[config.mk]
export PLATFORM = sky130hd
export DESIGN_NAME = ofs_engine
export DESIGN_NICKNAME = d
export VERILOG_FILES = /design/src/ofs_pkg.sv /design/src/ofs_timer.sv /design/src/ofs_engine.sv
export VERILOG_INCLUDE_DIRS = /design/src
export SDC_FILE = /design/constraint.sdc
export NUM_CORES = 1
export LEC_CHECK = 0
export BUFFER_PORTS_ARGS = -buffer_cell sky130_fd_sc_hd__buf_2
export CAP_MARGIN = 5
export CORE_ASPECT_RATIO = 1.75
export CORE_MARGIN = 5
export CORE_UTILIZATION = 25
export CTS_CLUSTER_SIZE = 20
export DETAILED_ROUTE_END_ITERATION = 10
export PLACE_DENSITY_LB_ADDON = 0.05
export SYNTH_ARGS = -nofsm -noshare
export SYNTH_HDL_FRONTEND = slang
export SYNTH_SLANG_ARGS = --single-unit
[constraint.sdc]
create_clock -name clk_i -period 1.9 [get_ports clk_i]
set_clock_uncertainty 0.15 [all_clocks]
set_input_delay 0.38 -clock clk_i [delete_from_list [all_inputs] [get_ports clk_i]]
set_output_delay 0.38 -clock clk_i [all_outputs]
set_load 0.01 [all_outputs]
[src/ofs_defines.svh]
// Offsets, field positions, reset values and timing counts of the search
`ifndef OFS_DEFINES_SVH
`define OFS_DEFINES_SVH

// Processor port address of the search status register
`define OFS_ADDR_STATUS      9'h017
`define OFS_ADDR_W           9

// Status register field positions
`define OFS_BIT_DIR          0
`define OFS_BIT_ACTIVE       1
`define OFS_BIT_TIMEOUT      2
`define OFS_BIT_FOUND        3
`define OFS_BIT_INVALID      4

// Reset values
`define OFS_STATUS_RST       8'h00
`define OFS_UPPER_ZERO       3'h0

// Clock rate and timeout intervals in microseconds
`define OFS_CLK_HZ           50000000
`define OFS_TMO_T1_US        12000
`define OFS_TMO_ESF_US       24000
`define OFS_TMO_E1_US        8000
`define OFS_TMO_FORCE_US     24000

// Cycle counts derived from the intervals (whole cycles, rounded down)
`define OFS_US2CYC(us)       ((us) * (`OFS_CLK_HZ / 1000000))
`define OFS_TMO_T1_CYC       `OFS_US2CYC(`OFS_TMO_T1_US)
`define OFS_TMO_ESF_CYC      `OFS_US2CYC(`OFS_TMO_ESF_US)
`define OFS_TMO_E1_CYC       `OFS_US2CYC(`OFS_TMO_E1_US)
`define OFS_TMO_FORCE_CYC    `OFS_US2CYC(`OFS_TMO_FORCE_US)

// Timer width, wide enough for the longest interval
`define OFS_TMR_W            21

`endif

[src/ofs_pkg.sv]
// Types shared by the offline frame search engine
package ofs_pkg;

	// Framer mode groups that select the search timeout
	typedef enum logic [1:0] {
		OFS_MODE_T1SF,
		OFS_MODE_ESF,
		OFS_MODE_E1
	} ofs_mode_t;

	// Engine states
	typedef enum logic {
		OFS_ST_IDLE,
		OFS_ST_SEARCH
	} ofs_state_t;

endpackage

[src/ofs_timer.sv]
// Down-counting search timeout timer
`timescale 1ns/1ps
module ofs_timer #(
	parameter int W = 21
) (
	// Clock and reset
	input  wire logic         clk_i,
	input  wire logic         rst_n_i,
	// Control
	input  wire logic         start_i,
	input  wire logic         stop_i,
	input  wire logic [W-1:0] load_i,
	// Expiry pulse
	output logic              expire_o
);

	logic [W-1:0] cnt_q;
	logic         run_q;
	logic         last;

	assign last = run_q && (cnt_q == W'(1));

	// Count down from the loaded interval
	always_ff @(posedge clk_i or negedge rst_n_i) begin
		if (!rst_n_i) begin
			cnt_q    <= '0;
			run_q    <= 1'b0;
			expire_o <= 1'b0;
		end else begin
			expire_o <= last && !stop_i && !start_i;
			if (start_i) begin
				cnt_q <= load_i;
				run_q <= 1'b1;
			end else if (stop_i || last) begin
				run_q <= 1'b0;
			end else if (run_q) begin
				cnt_q <= cnt_q - W'(1);
			end
		end
	end

endmodule

[src/ofs_engine.sv]
// Offline frame alignment search engine with its status register
`timescale 1ns/1ps
`include "ofs_defines.svh"
module ofs_engine #(
	parameter int unsigned TMO_T1_CYC  = `OFS_TMO_T1_CYC,
	parameter int unsigned TMO_ESF_CYC = `OFS_TMO_ESF_CYC,
	parameter int unsigned TMO_E1_CYC  = `OFS_TMO_E1_CYC,
	parameter int unsigned POS_W       = 8
) (
	// Clock and reset
	input  wire logic                    clk_i,
	input  wire logic                    resetn_i,
	// Processor port
	input  wire logic [`OFS_ADDR_W-1:0]  cpu_addr_i,
	input  wire logic                    cpu_rd_i,
	input  wire logic                    cpu_wr_i,
	input  wire logic [7:0]              cpu_wdata_i,
	output logic      [7:0]              cpu_rdata_o,
	// Forced reframe set strobes and held bits
	input  wire logic                    rx_force_set_i,
	input  wire logic                    tx_force_set_i,
	output logic                         rx_forced_reframe_o,
	output logic                         tx_forced_reframe_o,
	// Online framer requests and aborts
	input  wire logic                    rx_loss_of_frame_request_i,
	input  wire logic                    tx_loss_of_frame_request_i,
	input  wire logic                    rx_search_abort_i,
	input  wire logic                    tx_search_abort_i,
	input  wire ofs_pkg::ofs_mode_t      rx_mode_i,
	input  wire ofs_pkg::ofs_mode_t      tx_mode_i,
	// Candidate datapath results
	input  wire logic                    cand_one_i,
	input  wire logic                    cand_none_i,
	input  wire logic [POS_W-1:0]        cand_pos_i,
	input  wire logic                    fas_lock_i,
	input  wire logic                    mfas_lock_i,
	input  wire logic                    cas_lock_i,
	// Search control to datapath
	output logic                         search_active_o,
	output logic                         search_rx_o,
	// Results to online framers and timebases
	output logic                         rx_lof_clear_o,
	output logic                         tx_lof_clear_o,
	output logic                         rx_realign_o,
	output logic                         tx_realign_o,
	output logic      [POS_W-1:0]        realign_pos_o,
	output logic                         alignment_change_counter_inc_o,
	// E1 receive progress
	output logic                         basic_frame_progress_o,
	output logic                         multiframe_progress_o,
	output logic                         signalling_multiframe_progress_o
);

	// Reset release through two flip-flops
	logic rst_meta_q;
	logic rst_n_q;
	always_ff @(posedge clk_i or negedge resetn_i) begin
		if (!resetn_i) begin
			rst_meta_q <= 1'b0;
			rst_n_q    <= 1'b0;
		end else begin
			rst_meta_q <= 1'b1;
			rst_n_q    <= rst_meta_q;
		end
	end

	ofs_pkg::ofs_state_t state_q;
	logic               dir_q;
	logic               found_q;
	logic               timeout_q;
	logic               invalid_q;
	logic               rx_force_q;
	logic               tx_force_q;
	logic [POS_W-1:0]   rx_pos_q;
	logic               rx_pos_vld_q;

	// Request qualification and fixed-priority arbitration
	logic rx_req;
	logic tx_req;
	logic start;
	logic start_rx;
	assign rx_req   = (rx_loss_of_frame_request_i | rx_force_q)
	                  & ~rx_search_abort_i;
	assign tx_req   = (tx_loss_of_frame_request_i | tx_force_q)
	                  & ~tx_search_abort_i;
	assign start    = (state_q == ofs_pkg::OFS_ST_IDLE)
	                  && (rx_req || tx_req);
	assign start_rx = rx_req;

	// Search end conditions, abort first
	logic searching;
	logic tmr_exp;
	logic end_abort;
	logic end_found;
	logic end_none;
	logic end_tmo;
	logic finish;
	assign searching = (state_q == ofs_pkg::OFS_ST_SEARCH);
	assign end_abort = searching
	                   && (dir_q ? rx_search_abort_i : tx_search_abort_i);
	assign end_found = searching && !end_abort && cand_one_i;
	assign end_none  = searching && !end_abort && !cand_one_i
	                   && cand_none_i;
	assign end_tmo   = searching && !end_abort && !cand_one_i
	                   && !cand_none_i && tmr_exp;
	assign finish    = end_abort || end_found || end_none
	                   || end_tmo;

	// Mode dependent timeout; all intervals within the 24 ms forced bound
	ofs_pkg::ofs_mode_t        sel_mode;
	logic [`OFS_TMR_W-1:0]     tmo_load;
	assign sel_mode = start_rx ? rx_mode_i : tx_mode_i;
	assign tmo_load =
		(sel_mode == ofs_pkg::OFS_MODE_E1)  ? `OFS_TMR_W'(TMO_E1_CYC)  :
		(sel_mode == ofs_pkg::OFS_MODE_ESF) ? `OFS_TMR_W'(TMO_ESF_CYC) :
		                                      `OFS_TMR_W'(TMO_T1_CYC);

	// Timeout timer, restarted on every accepted request
	ofs_timer #(
		.W        (`OFS_TMR_W)
	) u_timer (
		.clk_i    (clk_i),
		.rst_n_i  (rst_n_q),
		.start_i  (start),
		.stop_i   (finish),
		.load_i   (tmo_load),
		.expire_o (tmr_exp)
	);

	// State: back to idle for a cycle so results show, then restart
	always_ff @(posedge clk_i or negedge rst_n_q) begin
		if (!rst_n_q) begin
			state_q <= ofs_pkg::OFS_ST_IDLE;
		end else begin
			unique case (state_q)
				ofs_pkg::OFS_ST_IDLE: begin
					if (start) begin
						state_q <= ofs_pkg::OFS_ST_SEARCH;
					end
				end
				ofs_pkg::OFS_ST_SEARCH: begin
					if (finish) begin
						state_q <= ofs_pkg::OFS_ST_IDLE;
					end
				end
			endcase
		end
	end

	// Direction and result flags
	always_ff @(posedge clk_i or negedge rst_n_q) begin
		if (!rst_n_q) begin
			dir_q     <= 1'b0;
			found_q   <= 1'b0;
			timeout_q <= 1'b0;
			invalid_q <= 1'b0;
		end else if (start) begin
			dir_q     <= start_rx;
			found_q   <= 1'b0;
			timeout_q <= 1'b0;
			invalid_q <= 1'b0;
		end else if (finish) begin
			found_q   <= end_found;
			timeout_q <= end_tmo;
			invalid_q <= end_none;
		end
	end

	// Forced bits: set wins over the self-clear on start
	always_ff @(posedge clk_i or negedge rst_n_q) begin
		if (!rst_n_q) begin
			rx_force_q <= 1'b0;
			tx_force_q <= 1'b0;
		end else begin
			rx_force_q <= rx_force_set_i
			              || (rx_force_q && !(start && start_rx));
			tx_force_q <= tx_force_set_i
			              || (tx_force_q && !(start && !start_rx));
		end
	end

	// Receive alignment memory for change detection
	logic rx_moved;
	assign rx_moved = !rx_pos_vld_q || (cand_pos_i != rx_pos_q);
	always_ff @(posedge clk_i or negedge rst_n_q) begin
		if (!rst_n_q) begin
			rx_pos_q     <= '0;
			rx_pos_vld_q <= 1'b0;
		end else if (end_found && dir_q) begin
			rx_pos_q     <= cand_pos_i;
			rx_pos_vld_q <= 1'b1;
		end
	end

	// Result pulses to online framers, timebases and counter
	always_ff @(posedge clk_i or negedge rst_n_q) begin
		if (!rst_n_q) begin
			rx_lof_clear_o                 <= 1'b0;
			tx_lof_clear_o                 <= 1'b0;
			rx_realign_o                   <= 1'b0;
			tx_realign_o                   <= 1'b0;
			realign_pos_o                  <= '0;
			alignment_change_counter_inc_o <= 1'b0;
		end else begin
			rx_lof_clear_o <= end_found && dir_q;
			tx_lof_clear_o <= end_found && !dir_q;
			rx_realign_o   <= end_found && dir_q;
			tx_realign_o   <= end_found && !dir_q;
			if (end_found) begin
				realign_pos_o <= cand_pos_i;
			end
			alignment_change_counter_inc_o <=
				end_found && dir_q && rx_pos_vld_q && rx_moved;
		end
	end

	// E1 receive progress; mean reframe time rests on the datapath
	logic e1_rx;
	assign e1_rx = searching && dir_q
	               && (rx_mode_i == ofs_pkg::OFS_MODE_E1);
	always_ff @(posedge clk_i or negedge rst_n_q) begin
		if (!rst_n_q) begin
			basic_frame_progress_o           <= 1'b0;
			multiframe_progress_o            <= 1'b0;
			signalling_multiframe_progress_o <= 1'b0;
		end else begin
			basic_frame_progress_o           <= e1_rx && fas_lock_i;
			multiframe_progress_o            <= e1_rx && mfas_lock_i;
			signalling_multiframe_progress_o <= e1_rx && cas_lock_i;
		end
	end

	// Status word; writes are ignored and upper bits stay zero
	logic [7:0] status;
	logic       rd_hit;
	logic       wr_unused;
	assign status  = {`OFS_UPPER_ZERO, invalid_q, found_q, timeout_q,
	                  searching, dir_q};
	assign rd_hit  = cpu_rd_i && (cpu_addr_i == `OFS_ADDR_STATUS);
	assign wr_unused = cpu_wr_i & (|cpu_wdata_i);

	// Outputs and read data straight from flip-flops
	always_ff @(posedge clk_i or negedge rst_n_q) begin
		if (!rst_n_q) begin
			cpu_rdata_o         <= `OFS_STATUS_RST;
			search_active_o     <= 1'b0;
			search_rx_o         <= 1'b0;
			rx_forced_reframe_o <= 1'b0;
			tx_forced_reframe_o <= 1'b0;
		end else begin
			cpu_rdata_o         <= rd_hit ? status : 8'h00;
			search_active_o     <= start || (searching && !finish);
			search_rx_o         <= start ? start_rx : dir_q;
			rx_forced_reframe_o <= rx_force_q;
			tx_forced_reframe_o <= tx_force_q;
		end
	end

	// Checks of the engine behaviour
	property p_start_active;
		@(posedge clk_i) disable iff (!rst_n_q)
		start |=> status[`OFS_BIT_ACTIVE] && !status[`OFS_BIT_TIMEOUT];
	endproperty
	a_start_active: assert property (p_start_active)
		else $error("search not active after request accepted");

	property p_rx_first;
		@(posedge clk_i) disable iff (!rst_n_q)
		(start && rx_req && tx_req) |=> status[`OFS_BIT_DIR];
	endproperty
	a_rx_first: assert property (p_rx_first)
		else $error("receive request not served first");

	property p_force_clear;
		@(posedge clk_i) disable iff (!rst_n_q)
		(start && start_rx && !rx_force_set_i) |=> !rx_force_q;
	endproperty
	a_force_clear: assert property (p_force_clear)
		else $error("forced receive bit not cleared on start");

	property p_found_lof;
		@(posedge clk_i) disable iff (!rst_n_q)
		(end_found && dir_q) |=> found_q && rx_lof_clear_o && rx_realign_o
		                         && !tx_lof_clear_o;
	endproperty
	a_found_lof: assert property (p_found_lof)
		else $error("found without loss clear and realign");

	property p_found_cause;
		@(posedge clk_i) disable iff (!rst_n_q)
		$rose(found_q) |-> $past(cand_one_i) && !invalid_q && !timeout_q;
	endproperty
	a_found_cause: assert property (p_found_cause)
		else $error("found flag without single candidate");

	property p_none;
		@(posedge clk_i) disable iff (!rst_n_q)
		end_none |=> invalid_q && !found_q ##1 (searching || invalid_q);
	endproperty
	a_none: assert property (p_none)
		else $error("no-candidate flag wrong");

	property p_tx_nocount;
		@(posedge clk_i) disable iff (!rst_n_q)
		alignment_change_counter_inc_o |-> rx_realign_o && !tx_realign_o
		                                   && realign_pos_o != $past(rx_pos_q);
	endproperty
	a_tx_nocount: assert property (p_tx_nocount)
		else $error("transmit realign counted");

	property p_restart;
		@(posedge clk_i) disable iff (!rst_n_q)
		(end_tmo && dir_q && rx_loss_of_frame_request_i && !rx_search_abort_i)
		##1 (rx_loss_of_frame_request_i && !rx_search_abort_i)
		|=> status[`OFS_BIT_ACTIVE] && status[`OFS_BIT_DIR];
	endproperty
	a_restart: assert property (p_restart)
		else $error("no new search after timeout with loss pending");

	property p_end_idle;
		@(posedge clk_i) disable iff (!rst_n_q)
		finish |=> !searching;
	endproperty
	a_end_idle: assert property (p_end_idle)
		else $error("search continues after end condition");

	property p_ro;
		@(posedge clk_i) disable iff (!rst_n_q)
		cpu_rdata_o[7:5] == 3'h0;
	endproperty
	a_ro: assert property (p_ro)
		else $error("upper status bits not zero");

	property p_wr_ignored;
		@(posedge clk_i) disable iff (!rst_n_q)
		(wr_unused && !start && !finish) |=> $stable(status);
	endproperty
	a_wr_ignored: assert property (p_wr_ignored)
		else $error("status changed by a processor write");

	property p_e1_only;
		@(posedge clk_i) disable iff (!rst_n_q)
		basic_frame_progress_o |-> $past(rx_mode_i) == ofs_pkg::OFS_MODE_E1;
	endproperty
	a_e1_only: assert property (p_e1_only)
		else $error("progress flag outside E1 receive search");

	c_found: cover property (@(posedge clk_i) end_found);
	c_timeout: cover property (@(posedge clk_i) end_tmo);
	c_none: cover property (@(posedge clk_i) end_none);
	c_abort: cover property (@(posedge clk_i) end_abort);

endmodule

# Yosys cells after proc, flatten, opt, wreduce, memory -nomap -nowiden
# Index checks and enable logic that the tools add are counted.
# totals
rom_bits	0
inputBits	44
ram_bits	0
regBits	63
output_inout_bits	28
mem_count	0
latch_bits	0
elab_cells	109
# classes
muxes	20
shift	0
n_lt_le_gt_ge	0
eq_ne	7
addsub	1
mul	0
bitwise	7
div_mod_pow	0
reduce_logical	49
# op_table
op	n
$mux W21	5
$logic_and A1 B1 Y1	26
$eq A21 B1 Y1 const B	1
$sub A21 B1 Y21 const B	1
$mux W1	12
$logic_not A1 Y1	10
$eq A9 B5 Y1 const B	1
$logic_or A1 B1 Y1	9
$ne A8 B8 Y1	1
$reduce_bool A2 Y1	3
$mux W5	1
$eq A2 B2 Y1 const B	2
$not A1 Y1	3
$and A1 B1 Y1	2
$eq A2 B1 Y1 const B	1
$mux W2	1
$ne A2 B2 Y1 const B	1
$or A1 B1 Y1	2
$pmux W1 S2	1
$reduce_and A2 Y1	1

# Depth between registers and ports, before layout
# depth
ltp_word	11
mapped_depth	8
depth_no_buf	7

# By module
# A second synthesis with hierarchy kept.
# hier_totals
cells_unflattened	333
area_unflattened_um2	3325.7
# modules_own_cells
mod	seq_area_each_um2	n_inst	area_per_inst_um2	cells_per_inst
ofs_engine	1001.0	1	1741.7	147
ofs_timer	575.6	1	1584.0	186

# Worst setup path before layout
# OpenSTA, ideal clock, no wires.
# synth_path
path_type	register to register
start	register u_timer.cnt_q[13]
end	register u_timer.cnt_q[1]
arrival_time_ns	1.964
path_stages_with_launch	6
setup_ns	0.072
period_less_slack_ns	2.187
setup_slack_ns	-0.287
path_buffers	0
path_cell_list	dfrtp_1 or3_1 nand4b_1 o21ai_1 mux2_2 nor2_1
# synth_via
elab_chain_cells	5
# synth_lines
element	line_no	text
start, declared	ofs_timer.sv:17	logic [W-1:0] cnt_q;
start signal, assigned	ofs_timer.sv:32	cnt_q <= load_i;
start signal, assigned	ofs_timer.sv:37	cnt_q <= cnt_q - W'(1);
$eq A21 B1 Y1	ofs_timer.sv:21	assign last = run_q && (cnt_q == W'(1));
$logic_and A1 B1 Y1	ofs_timer.sv:21	
$logic_or A1 B1 Y1	ofs_timer.sv:34	end else if (stop_i || last) begin
$ne A2 B2 Y1 (no source line)	--	
$reduce_and A2 Y1 (no source line)	--	
# No other way between the ends.
# A chain may end at the register's enable or synchronous reset.

# Worst setup path in the final report
# layout_path
start	register u_timer.cnt_q[3]
end	register u_timer.cnt_q[18]
# layout_via
elab_chain_cells	5
word_cells_on_any_way	9
classes_between	1 x add/sub; 2 x eq/ne; 3 x mux; 3 x reduce/logical
# layout_lines
element
parallel branches: the longest is 5 deep, another holds $sub A21 B1 Y21
# Parallel ways; which one is timed is not known. The select of a mux whose other input is x is not followed.

==> summary.md <==
| Metric | Value |
|---|---|
| Mapped Avg Cell Area | `11.38 µm²` |
| CTS Buf Count | `9` |
| Largest net degree at the start of global routing | `53` |
| DRC errors left | `0` |
| Clock sinks | `63` |
| Final core utilization | `between 30% and 40%` |
| Ys async rst share | `100.0%` |
| Synth Instances | `257` |
| Area of the multi-input gates | `between 0.001 and 0.0015 mm²` |
| Share of the synthesized area in the top cell type | `around 54%` |
| Switch share | `about a third` |
| Critical path buffers and inverters | `0` |
| Synth area leader | `dfrtp_1` |
| Routed vias | `between 2000 and 2500` |
| Main flop type after synthesis | `dfrtp_1` |
| Status | `finished, violations left` |
| CP startpoint kind | `register` |
| Internal power | `between 4 and 5 mW` |
| Clk Latency, worst-skew pair | `0.32 ns` |
| GPL Wtd Cong | `~0.74` |
| Count leader, synth | `dfrtp_1` |
| Layout area overhead | `52.20%` |
| # rows | `52` |
| Initial Util | `25.39%` |
| Final Hold Vio Count | `0` |
| Post-Place Setup Slack | `-0.4137 ns` |
| Initial DRC Count | `slightly above 60` |
| DR vias/cell | `roughly 4.6` |
| ANT cells | `0` |
| Leakage | `~2.0 nW` |
| Tcrit/Tclk final | `115.6%` |
| Overall routing resource usage | `between 10% and 20%` |
| Endpoints failing setup | `22` |
| Worst vdd ir | `roughly 0.00045 V` |
| Fill cells | `1141` |
| Critical path class | `register to register` |
| Mapped cell area | `0.002924 mm²` |
| Post-placement cell count | `roughly 500` |
| Fmax | `455.4 MHz` |
| Logic pwr share | `between 30 and 40%` |
| Die height | `around 150 µm` |
| Final worst setup slack | `-0.2958 ns` |
| Register area share after synthesis | `about 54%` |
| Pwr dens | `1322 mW/mm²` |
| Max cap viols | `0` |
| Failing checks | `setup timing` |
| Total Wirelength | `about 8300 µm` |
| CP required | `between 1.5 and 2 ns` |
| Synth Register Bits | `63` |
| Die Wd | `approximately 92 µm` |
| Number of global-route vias before repair | `~2700` |
| CTS tree | `done` |
| Nets | `around 440` |
| Setup TNS Final | `-4.051 ns` |
| Delay-heaviest family, CP | `simple AND/OR/NAND/NOR gates` |
| Layout cells sized above 1 | `between 50 and 60%` |
| CP max-delay cell | `or4_4` |
| Fin area | `~0.0045 mm²` |
| Detail Placement HPWL | `roughly 6000 µm` |
| Critical Path End Type | `register` |
| RSZ-0062 raised after global routing | `yes` |
| Core area | `0.01152 mm²` |
| Seq pwr share | `33.4%` |
| Yosys cell types | `46` |
| WP data arrival | `2.29 ns` |
| First-pass GRT wire length | `13610 µm` |
| Yosys warning total | `0` |
| Worst path cell trace | `or4_4, nor3b_4, o211ai_4, or4_1, a31oi_1` |
| Die area | `around 0.014 mm²` |
| Critical-path maximum fanout | `5` |
| Final non-filler cell total | `530` |
| Clock power share | `27.4%` |
| Initial antenna violation count | `0` |
| Register clock-pin slew on the reported worst setup and hold paths | `roughly 0.06 ns` |
| CP max stage delay | `about 0.53 ns` |
| DP Area | `0.003776 mm²` |
| H-Tree Depth | `3` |
| Post-synth EDFFs | `0` |
| Post-synth top cells | `dfrtp_1, mux2_2, o21ai_0` |
| Detail Route Antenna Nets | `0` |
| IO buf count | `roughly 60` |
| Total power draw | `between 5 and 6 mW` |
| Avg WL per Cell | `roughly 16 µm` |
| Root Buffer | `clkbuf_16` |
| Synth top area cells | `dfrtp_1, mux2_2, xor2_1, or3_1, and2_1` |
| Reg area | `0.001578 mm²` |
| Period minus WS final | `around 2.2 ns` |
| Clock Path Buffers | `2` |
| Switching Power | `1.879 mW` |
| Hold Slack | `approximately 0.095 ns` |
| Hold Crit Class | `input pin to register` |
| I/O pins | `between 70 and 80` |
| R2R Setup Slk | `-0.30 ns` |
| Initial DRT Pass Iterations | `4` |
| Final count of pins violating max slew | `0` |
| GRT overflow | `0` |
## worst paths after layout
check,to,from,depth (start not counted)
min,tx_force_q$_DFF_PN0_,tx_force_set_i,2
max in group asynchronous,rx_pos_q[6]$_DFFE_PN0N_,rst_n_q$_DFF_PN0_,1
max reg2reg,u_timer.cnt_q[18]$_DFFE_PN0P_,u_timer.cnt_q[3]$_DFFE_PN0P_,5
min reg2reg,u_timer.cnt_q[19]$_DFFE_PN0P_,rst_n_q$_DFF_PN0_,1
min in group asynchronous,u_timer.cnt_q[19]$_DFFE_PN0P_,rst_n_q$_DFF_PN0_,1
max,u_timer.cnt_q[18]$_DFFE_PN0P_,u_timer.cnt_q[3]$_DFFE_PN0P_,5
## cell families (layout without fill, tap and decap cells)
group	after synthesis	after routing	share of synthesized area, %
DFF	63	63	53.92
other	2	4	0.2568
and+or+nand+nor	83	83	16.69
xor gates and xnor gates	15	15	4.493
AOI/OAI and AO/OA	48	49	11.04
adders and majority gates	4	4	1.712
buffers and inverters	21	156	3.937
muxes	21	21	7.959
## per-layer routing
layer | up-vias | GRT usage, % | part of all wire, %
met3 | 14 | 3.197 | 4.0
li1 | 1193 | - | -
met2 | 53 | 23.44 | 55
met4 | 0 | 5.882 | 2.4
met1 | 1166 | 12.78 | 38
met5 | - | 0 | 0
## timing repair
action | CTS | global route
gates cloned | 1 | 0
hold endpoints to repair | 11 | 0
endpoints found under the setup margin | 23 | 30
resized for setup | 41 | 9
hold buffers | 2 | 0
buffers inserted | 10 | 4
pin swaps | 30 | 15
## worst reg2reg max path, stage by stage, from the launching register on
cell      delay, ns
dfrtp_1        0.41
or4_4          0.53
nor3b_4        0.27
o211ai_4       0.14
or4_1          0.42
a31oi_1        0.18
## power by group through the flow
stage | Clock, mW | Combinational, mW | Sequential, mW
CTS | 1.67 | 2.22 | 1.96
global placement | 0 | 1.93 | 1.98
finish | 1.61 | 2.31 | 1.96
floorplan | 0 | 0.916 | 2.06
detailed placement | 0 | 1.94 | 1.98
global route | 1.74 | 2.54 | 2.01
## placed cells by master, fill, tap and decap left out, drive strengths merged, types with 2 or more instances in the layout
| cell | n |
|---|---|
| o31ai | 5 |
| or2 | 4 |
| conb | 4 |
| xnor2 | 4 |
| nor4b | 3 |
| mux2i | 3 |
| nor2 | 11 |
| o21ai | 14 |
| nor3b | 3 |
| o31a | 3 |
| ha | 4 |
| o2111ai | 2 |
| and2 | 11 |
| dlygate4sd3 | 2 |
| clkbuf | 10 |
| a21oi | 4 |
| o21bai | 2 |
| o211ai | 6 |
| mux2 | 18 |
| nand4b | 2 |
| nor4 | 7 |
| nand3 | 3 |
| a31oi | 9 |
| nand2 | 11 |
| or4 | 4 |
| nand2b | 3 |
| nor3 | 3 |
| clkinv | 4 |
| inv | 7 |
| nor2b | 2 |
| dfrtp | 63 |
| or3 | 12 |
| buf | 131 |
| xor2 | 11 |
## sequential cells by signal (all words and copies together) (netlist names), 5 cells and up
| register | flops |
|---|---|
| u_timer.cnt_q | 21 |
| realign_pos_o | 8 |
| cpu_rdata_o | 5 |
| rx_pos_q | 8 |
## layout make-up
cell class / count / area share, %
repair buffers: 133 / 20.89
well taps: 135 / 3.795
flip-flops and latches: 63 / 35.45
clock inverters: 6 / 1.378
inverters: 7 / 0.5904
multi-input cells: 176 / 32.75
clock buffers: 10 / 5.145
No activity file was read; power rests on OpenSTA's default activity.
